`config.mk`:
```
export PLATFORM = sky130hd
export DESIGN_NAME = sampling_clock_tuning
export DESIGN_NICKNAME = d
export VERILOG_FILES = /design/src/tuning_pkg.sv /design/src/sampling_clock_tuning.sv
export SDC_FILE = /design/constraint.sdc
export NUM_CORES = 1
export LEC_CHECK = 0
export BUFFER_PORTS_ARGS = -buffer_cell sky130_fd_sc_hd__buf_2
export CAP_MARGIN = 5
export CORE_ASPECT_RATIO = 1.1
export CORE_MARGIN = 1
export CORE_UTILIZATION = 35
export CTS_CLUSTER_DIAMETER = 40
export CTS_CLUSTER_SIZE = 28
export DETAILED_ROUTE_END_ITERATION = 8
export SLEW_MARGIN = 20
export SYNTH_ARGS = -nofsm -noshare
export SYNTH_HDL_FRONTEND = slang
export SYNTH_SLANG_ARGS = --single-unit
```
`constraint.sdc`:
```
create_clock -name ref_clk -period 2.1 [get_ports ref_clk]
set_clock_uncertainty 0.05 [all_clocks]
set_input_delay 0.42 -clock ref_clk [delete_from_list [all_inputs] [get_ports ref_clk]]
set_output_delay 0.42 -clock ref_clk [all_outputs]
set_load 0.05 [all_outputs]
```
`src/tuning_pkg.sv`:
```
package tuning_pkg;
   // Register byte offsets
   localparam logic [7:0] OFS_CTRL     = 8'h00;
   localparam logic [7:0] OFS_STATE    = 8'h04;
   localparam logic [7:0] OFS_IRQ_STAT = 8'h08;
   localparam logic [7:0] OFS_IRQ_CLR  = 8'h0C;
   localparam logic [7:0] OFS_IRQ_EN   = 8'h10;
   localparam logic [7:0] OFS_FEAT_LO  = 8'h40;
   localparam logic [7:0] OFS_FEAT_HI  = 8'h44;
   // Control bits
   localparam int CTRL_START = 0;
   localparam int CTRL_SEL   = 1;
   // State register fields
   localparam int ST_FLAG    = 0;
   localparam int ST_PHASE   = 4;
   localparam int ST_TRIES   = 8;
   // Interrupt status bits
   localparam int IRQ_W      = 5;
   localparam int EV_CMD     = 0;
   localparam int EV_BUFRD   = 1;
   localparam int EV_RESPERR = 2;
   localparam int EV_TUNEERR = 3;
   localparam int EV_RETUNE  = 4;
   // Feature report fields (64-bit)
   localparam int FT_MULT    = 48;
   localparam int FT_METHOD  = 46;
   localparam int FT_MID     = 45;
   localparam int FT_TIMER   = 40;
   // Retuning methods
   localparam logic [1:0] METHOD_TIMER     = 2'h0;
   localparam logic [1:0] METHOD_TIMER_REQ = 2'h1;
   localparam logic [1:0] METHOD_AUTO      = 2'h2;
   // Tuning
   localparam logic [5:0] MAX_TRIES   = 6'h28;
   localparam int         PHASE_W     = 3;
   localparam logic [2:0] FIXED_PHASE = 3'h0;
   // Bus answers
   localparam logic [1:0] RESP_OKAY   = 2'h0;
   localparam logic [1:0] RESP_SLVERR = 2'h2;
endpackage : tuning_pkg

```
`src/sampling_clock_tuning.sv`:
```
// Notes on behaviour
// - Default operation samples command and data lines with a fixed, untuned phase.
// - Controller clears start on success or after forty failed attempts.
// - Select bit valid after start falls; one means success, zero failure.
// - During tuning only the read-buffer-ready interrupt may be raised.
// - Tuning command response errors are not reported during tuning.
// - Writing zero to select forces fixed clock and resets the tuning circuit.
// - Capability values are fixed constants.
// - Method two raises the retune flag when retuning is needed.
// - Method three retunes itself during transfers and raises no flag then.
module sampling_clock_tuning #(
   parameter logic [1:0] RETUNE_METHOD          = tuning_pkg::METHOD_TIMER_REQ,
   parameter logic [7:0] CLK_MULT               = 8'h00,
   parameter logic       TUNING_NEEDED_MIDSPEED = 1'b1,
   parameter logic [3:0] RETUNE_TIMER_INITIAL   = 4'h1
) (
   input  wire  logic        ref_clk,
   input  wire  logic        arst_n,
   input  wire  logic        card_clk,
   input  wire  logic        cmd_in,
   input  wire  logic [3:0]  dat_in,
   output logic              cmd_sample,
   output logic [3:0]        dat_sample,
   output logic              sample_strobe,
   output logic              use_tuned_clk,
   output logic [2:0]        sample_phase,
   output logic              auto_retune,
   input  wire  logic        tune_resp_done,
   input  wire  logic        tune_resp_pass,
   input  wire  logic        retune_trigger,
   input  wire  logic        xfer_active,
   input  wire  logic        cmd_complete_evt,
   input  wire  logic        buf_read_ready_evt,
   input  wire  logic        resp_err_evt,
   input  wire  logic        tuning_err_evt,
   output logic              irq,
   input  wire  logic [7:0]  s_axi_awaddr,
   input  wire  logic        s_axi_awvalid,
   output logic              s_axi_awready,
   input  wire  logic [31:0] s_axi_wdata,
   input  wire  logic [3:0]  s_axi_wstrb,
   input  wire  logic        s_axi_wvalid,
   output logic              s_axi_wready,
   output logic [1:0]        s_axi_bresp,
   output logic              s_axi_bvalid,
   input  wire  logic        s_axi_bready,
   input  wire  logic [7:0]  s_axi_araddr,
   input  wire  logic        s_axi_arvalid,
   output logic              s_axi_arready,
   output logic [31:0]       s_axi_rdata,
   output logic [1:0]        s_axi_rresp,
   output logic              s_axi_rvalid,
   input  wire  logic        s_axi_rready
);

   typedef struct packed {
      logic        card_s1;
      logic        card_s2;
      logic        card_prev;
      logic        cmd_s1;
      logic        cmd_s2;
      logic [3:0]  dat_s1;
      logic [3:0]  dat_s2;
      logic [2:0]  edge_cnt;
      logic        cmd_smp;
      logic [3:0]  dat_smp;
      logic        smp_stb;
      logic        tune_start;
      logic        tuned_sel;
      logic [2:0]  phase;
      logic [5:0]  tries;
      logic        retune_flag;
      logic        auto_rt;
      logic [4:0]  stat;
      logic [4:0]  en;
      logic        irq;
      logic        aw_have;
      logic [7:0]  waddr;
      logic        w_have;
      logic [31:0] wdata;
      logic [3:0]  wstrb;
      logic        awready;
      logic        wready;
      logic        bvalid;
      logic [1:0]  bresp;
      logic        arready;
      logic        rvalid;
      logic [31:0] rdata;
      logic [1:0]  rresp;
   } state_type;

   state_type q;
   state_type d;

   // method encoding; multiplier N means N plus one
   localparam logic [63:0] FEATURE =
      (64'(CLK_MULT) << tuning_pkg::FT_MULT) |
      (64'(RETUNE_METHOD) << tuning_pkg::FT_METHOD) |
      (64'(TUNING_NEEDED_MIDSPEED) << tuning_pkg::FT_MID) |
      (64'(RETUNE_TIMER_INITIAL) << tuning_pkg::FT_TIMER);

   function automatic logic mapped(input logic [7:0] a);
      mapped = (a == tuning_pkg::OFS_CTRL) || (a == tuning_pkg::OFS_STATE) ||
               (a == tuning_pkg::OFS_IRQ_STAT) || (a == tuning_pkg::OFS_IRQ_CLR) ||
               (a == tuning_pkg::OFS_IRQ_EN) || (a == tuning_pkg::OFS_FEAT_LO) ||
               (a == tuning_pkg::OFS_FEAT_HI);
   endfunction : mapped

   logic [2:0] eff_phase;
   logic [4:0] ev;
   logic       do_wr;

   ////////////////////////////////////////////////////////////////////////
   always_comb begin
      d = q;
      d.auto_rt = 1'b0;
      d.smp_stb = 1'b0;
      // Link sampling: two flops before anything looks at the pins
      d.card_s1 = card_clk;
      d.card_s2 = q.card_s1;
      d.card_prev = q.card_s2;
      d.cmd_s1 = cmd_in;
      d.cmd_s2 = q.cmd_s1;
      d.dat_s1 = dat_in;
      d.dat_s2 = q.dat_s1;
      // fixed phase unless tuning or tuned
      eff_phase = (q.tune_start || q.tuned_sel) ? q.phase : tuning_pkg::FIXED_PHASE;
      if (q.card_s2 && !q.card_prev) begin
         d.edge_cnt = 3'h0;
      end else if (q.edge_cnt != 3'h7) begin
         d.edge_cnt = q.edge_cnt + 3'h1;
      end
      // Counter parks at seven so a stopped card clock gives no samples
      if (d.edge_cnt == eff_phase && (d.edge_cnt != q.edge_cnt || (q.card_s2 && !q.card_prev))) begin
         d.cmd_smp = q.cmd_s2;
         d.dat_smp = q.dat_s2;
         d.smp_stb = 1'b1;
      end

      // tuning attempts end on success or after the last try
      // select reports the outcome when start falls
      if (q.tune_start && tune_resp_done) begin
         if (tune_resp_pass) begin
            d.tune_start = 1'b0;
            d.tuned_sel = 1'b1;
         end else if (q.tries == tuning_pkg::MAX_TRIES - 6'h1) begin
            d.tune_start = 1'b0;
            d.tuned_sel = 1'b0;
            d.tries = tuning_pkg::MAX_TRIES;
         end else begin
            d.tries = q.tries + 6'h1;
            d.phase = q.phase + 3'h1;
         end
      end

      // AXI write channel: address and data taken in either order
      if (s_axi_awvalid && q.awready) begin
         d.aw_have = 1'b1;
         d.waddr = s_axi_awaddr;
      end
      if (s_axi_wvalid && q.wready) begin
         d.w_have = 1'b1;
         d.wdata = s_axi_wdata;
         d.wstrb = s_axi_wstrb;
      end
      do_wr = q.aw_have && q.w_have && !q.bvalid;
      if (s_axi_bvalid && s_axi_bready) begin
         d.bvalid = 1'b0;
      end
      if (do_wr) begin
         d.aw_have = 1'b0;
         d.w_have = 1'b0;
         d.bvalid = 1'b1;
         d.bresp = mapped(q.waddr) ? tuning_pkg::RESP_OKAY : tuning_pkg::RESP_SLVERR;
         if (q.wstrb[0]) begin
            case (q.waddr)
               tuning_pkg::OFS_CTRL: begin
                  // only a one starts; software never clears start
                  if (q.wdata[tuning_pkg::CTRL_START] && !q.tune_start) begin
                     d.tune_start = 1'b1;
                     d.tries = 6'h0;
                     d.retune_flag = 1'b0;
                  end
                  // zero on select resets the tuning circuit
                  if (!q.wdata[tuning_pkg::CTRL_SEL]) begin
                     d.tuned_sel = 1'b0;
                     d.phase = tuning_pkg::FIXED_PHASE;
                     d.tries = 6'h0;
                  end
               end
               tuning_pkg::OFS_IRQ_CLR: d.stat = q.stat & ~q.wdata[4:0];
               tuning_pkg::OFS_IRQ_EN:  d.en = q.wdata[4:0];
               default: ;
            endcase
         end
      end

      // method two flags retune need; method three retunes itself during transfers, else flags
      if (retune_trigger && q.tuned_sel && !q.tune_start) begin
         if (RETUNE_METHOD == tuning_pkg::METHOD_AUTO && xfer_active) begin
            d.auto_rt = 1'b1;
         end else if (RETUNE_METHOD != tuning_pkg::METHOD_TIMER) begin
            d.retune_flag = 1'b1;
         end
      end

      ev = 5'h0;
      ev[tuning_pkg::EV_BUFRD] = buf_read_ready_evt;
      if (!q.tune_start) begin
         ev[tuning_pkg::EV_CMD] = cmd_complete_evt;
         ev[tuning_pkg::EV_RESPERR] = resp_err_evt;
         ev[tuning_pkg::EV_TUNEERR] = tuning_err_evt;
         ev[tuning_pkg::EV_RETUNE] = d.retune_flag && !q.retune_flag;
      end
      // Set wins over a clear in the same cycle
      d.stat = d.stat | ev;
      d.irq = |(d.stat & d.en);

      // AXI read channel
      if (s_axi_rvalid && s_axi_rready) begin
         d.rvalid = 1'b0;
      end
      if (s_axi_arvalid && q.arready) begin
         d.rvalid = 1'b1;
         d.rresp = mapped(s_axi_araddr) ? tuning_pkg::RESP_OKAY : tuning_pkg::RESP_SLVERR;
         case (s_axi_araddr)
            tuning_pkg::OFS_CTRL:
               d.rdata = {30'h0, q.tuned_sel, q.tune_start};
            tuning_pkg::OFS_STATE:
               d.rdata = {18'h0, q.tries, 1'b0, q.phase, 3'h0, q.retune_flag};
            tuning_pkg::OFS_IRQ_STAT: d.rdata = {27'h0, q.stat};
            tuning_pkg::OFS_IRQ_EN:   d.rdata = {27'h0, q.en};
            tuning_pkg::OFS_FEAT_LO:  d.rdata = FEATURE[31:0];
            tuning_pkg::OFS_FEAT_HI:  d.rdata = FEATURE[63:32];
            default:                  d.rdata = 32'h0;
         endcase
      end
      // One outstanding transaction per direction
      d.awready = !d.aw_have && !d.bvalid;
      d.wready = !d.w_have && !d.bvalid;
      d.arready = !d.rvalid;
   end

   ////////////////////////////////////////////////////////////////////////
   always_ff @(posedge ref_clk or negedge arst_n) begin
      if (!arst_n) begin
         q <= '0;
      end else begin
         q <= d;
      end
   end

   assign cmd_sample = q.cmd_smp;
   assign dat_sample = q.dat_smp;
   assign sample_strobe = q.smp_stb;
   assign use_tuned_clk = q.tuned_sel;
   assign sample_phase = q.phase;
   assign auto_retune = q.auto_rt;
   assign irq = q.irq;
   assign s_axi_awready = q.awready;
   assign s_axi_wready = q.wready;
   assign s_axi_bvalid = q.bvalid;
   assign s_axi_bresp = q.bresp;
   assign s_axi_arready = q.arready;
   assign s_axi_rvalid = q.rvalid;
   assign s_axi_rdata = q.rdata;
   assign s_axi_rresp = q.rresp;
endmodule : sampling_clock_tuning

```
== Word-level counts from Yosys, hierarchy flattened ==
Cells that the tools add are included.

* $add $sub $neg: 3
* Eq/ne operators: 16
* Muxes and demuxes: 34
* Bitwise operators: 4
* Reductions and logical operators: 41

{| class="wikitable"
|+ Operators with widths
! cell !! number
|-
| $pmux W15 S5 || 1
|-
| $mux W37 || 1
|-
| $mux W12 || 3
|-
| $mux W35 || 1
|-
| $eq A8 B4 Y1 const B || 4
|-
| $eq A8 B7 Y1 const B || 4
|-
| $mux W10 || 3
|-
| $mux W3 || 6
|-
| $mux W9 || 2
|-
| $eq A8 B3 Y1 const B || 2
|-
| $eq A8 B5 Y1 const B || 2
|-
| $logic_and A1 B1 Y1 || 16
|-
| $logic_not A8 Y1 || 2
|-
| $logic_or A1 B1 Y1 || 14
|-
| $mux W11 || 1
|-
| $and A5 B5 Y5 || 2
|-
| $mux W5 || 2
|-
| $logic_not A1 Y1 || 8
|-
| $mux W1 || 8
|-
| $mux W2 || 4
|-
| $mux W7 || 1
|-
| $add A3 B1 Y3 const B || 2
|-
| $add A6 B1 Y6 const B || 1
|-
| $eq A6 B6 Y1 const B || 1
|-
| other kinds (7) || 7
|}

* Flip-flop bits (word level): 132
* Input bits: 73
* Output and inout bits: 53
* Word-level logic and storage cells: 130

== Depth between registers and ports, before layout ==
* Depth after elaboration: 15
* Depth in mapped cells: 7
* Depth with buffers taken out: 6

== Worst setup path before layout ==
No wires, ideal clock.

* Kind: reg-to-reg
* From: reg q (netlist bit s_axi_bvalid)
* To: reg q (netlist bit irq)
* Library setup time: 0.124 ns
* Arrival: 2.062 ns
* Required time: 1.926 ns
* Path slack: -0.136 ns
* Cell stages (with the launch flop): 7
* Buffers on the path: 1
* Clock period less this slack: 2.236 ns
* Path through: dfrtp_1 and4b_1 clkbuf_1 nand4_4 mux2_2 a22o_1 a211o_1

{| class="wikitable"
|+ RTL lines
! item !! RTL line !! source
|-
| start: declaration || sampling_clock_tuning.sv:92 || <nowiki>state_type q;</nowiki>
|-
| start signal: assignment || sampling_clock_tuning.sv:247 || <nowiki>q <= '0;</nowiki>
|-
| start signal: assignment || sampling_clock_tuning.sv:249 || <nowiki>q <= d;</nowiki>
|}

==> metrics.cfg <==
[global_routing]
grt_pass1_vias=2556
grt_pass1_wl_mm=12.6
use_met2=0.232
grt_overflow=0
globalRouteMet1Util=0.191
grt_max_degree=40
antenna_found_initial=0
busiest_layer=met2
grt_use_total=0.145
use_met3=0.0391

[job]
cap_viol_max_count=0

[worst_setup_path]
cp.arrival_ns=2.11
critPathMaxFanout=7
critPathRequiredTime_ns=2.26
worst-path-buf-inv=1
crit_path_start_kind=register
slowest_stage=dfrtp_1
path_delay_family=compound AO/OA/AOI/OAI gates
slowest_delay_ns=0.40
end_kind=register
crit_top_cell=a22o_1
crit_chain=nor4_4 -> buf_4 -> nand4_1 -> a22o_1 -> a22o_1 -> a211o_1
timing.setup.critical_path_class=reg -> reg

[clocking]
cts_tree=built
clock_sinks=82
h-tree-depth=3
cts_root_buf=clkbuf_16
postCtsSetupRepairBufs=0
clkLatencyLatePin_ns=0.33
cts_made_buffers=9
clock_path_buffers=2
cts.clk_slew.worst_paths_ns=0.07

[sta]
fin_crit_ns=1.94
fin_crit_sh=0.926
holdWs_ns=0.139
hold_viol=0
slew_headroom=0.588
worst_slew_pin_slew_ns=0.616
rsz0062_at_grt=false
fin_tns_setup_ns=0
slew_viol_final=0
setup_viol=0
fmax_mhz=514

[routing]
drc=0
first_pass_iters=6
dr.first_iter.drc_count=80
num_vias=2622
wl_per_cell_um=13.5
viasPerCell=4.64
routed_wirelength_mm=7.61
postRouteAntennaNets=0

[synthesis]
synth_edf_count=0
synth_area_um2=3780
ys_types=47
yosysSeqAreaShare=0.543
synth_seq_cells=82
synth-async-reset-ratio=1.00
synthCells=353
synth-main-ff-cell=dfrtp_1
ys_top_cells_by_area=dfrtp_1 (54%), buf_4 (8.7%), mux2_2 (5.7%)
yosys.area.top_type=dfrtp_1
synth_warnings=0
avgSynthCellArea_um2=10.7
yosysTopAreaCellShare=0.543

[power]
power_density_nw_per_um2=1280
p_leak_nw=2.13
ir_drop_uv=758

[placed_design]
hpwl_mm=5.63
gp_congestion=0.780
portBuffers=73

[worst_hold_path]
holdCritPathClass=in -> reg

[die]
pin_count=126
die-area_um2=11200
start_util=0.362
die_w_um=101
rows=39
core_area_um2=10400
dieHeight_um=111

[finish]
fin_nets=493
drive_above_1_share=0.301
finish.utilization=0.430
n_antenna_cell=0
layout_commonest_cell=dfrtp_1
area_growth_pct=18.8
final_cell_mix=dfrtp_1 (81), buf_2 (72), nand2_1 (42)

[status]
status=completed

[stage by stage]
stage	std cells	total power [mW]	instance area (µm²)	setup WS (ns)
after detailed placement	548	4.07	4130	0.0332
after floorplan	373	3.73	3850	0.0658
after global routing	565	6.08	4490	0.0339
after global placement	548	4.01	4130	0.0768
final	565	5.75	4490	0.156
after CTS	565	5.78	4470	0.0112
[kinds of logic (layout without fill, tap and decap cells)]
family          count (synthesis)  in the layout  share of synthesized area
simple gates                  117            117                      0.154
flops                          82             82                      0.543
compound gates                 62             62                      0.108
buf+inv                        58            107                      0.101
mux                            21             21                     0.0619
xor+xnor                        9              9                     0.0209
fa+ha+maj                       3              3                    0.00994
other cells                     1             21                   0.000993
[final timing paths]
| check | startpoint | to | slack (ns) | cells past startpoint |
|---|---|---|---|---|
| min in group asynchronous | arst_n | q[120] | 0.46 | 2 |
| max | q[79] | irq | 0.16 | 6 |
| min reg2reg | d[122] | q[122] | 0.30 | 0 |
| min | cmd_in | d[128] | 0.14 | 1 |
| max in group asynchronous | arst_n | q[101] | 0.94 | 3 |
| max reg2reg | q[79] | irq | 0.16 | 6 |
[repair_timing]
action / in CTS / in global routing
hold endpoints to repair: 21 / 0
setup endpoints to repair: 1 / 6
resized for setup: 1 / 4
hold buffers: 1 / 0
[power breakdown]
| part | switching [mW] | internal [mW] |
|---|---|---|
| Combinational | 1.17 | 0.614 |
| Sequential | 0.326 | 1.95 |
| Clock | 0.647 | 1.05 |
| Total | 2.14 | 3.61 |
[worst reg2reg max path: stages (launching register included)]
cell and delay (ns):
dfrtp_1 0.40, nor4_4 0.36, buf_4 0.21, nand4_1 0.11
a22o_1 0.21, a22o_1 0.21, a211o_1 0.27
[flip-flops by register name, indices dropped and copies added, names as in the netlist, 3 cells and up]
signal        count
s_axi_rdata      14
d                 7
q                43
dat_sample        4
sample_phase      3
[metal layers]
layer / share of wire / wire (µm)
met4: 0.010 / 78
met1: 0.46 / 3520
met3: 0.056 / 425
met2: 0.47 / 3580
met5: 0 / 0
[final cells by class]
class	count	area, µm²
Clock buffer	9	225
Clock inverter	7	98.8
Fill cell	1037	5950
Inverter	7	26.3
Multi-Input combinational cell	233	1440
Sequential cell	82	2050
Tap cell	143	179
Timing Repair Buffer	84	465
[synthesized netlist by cell type (all sizes together), types with 4 or more instances]
cell type	count
nor3	4
o21ai	21
inv	7
xor2	6
nand3	7
clkbuf	7
buf	44
a21oi	9
dfrtp	82
o211ai	5
nand2	42
nor2	33
nor2b	5
a22o	5
nand4	9
mux2	19
Note: power is estimated with default switching activity, not from simulation.
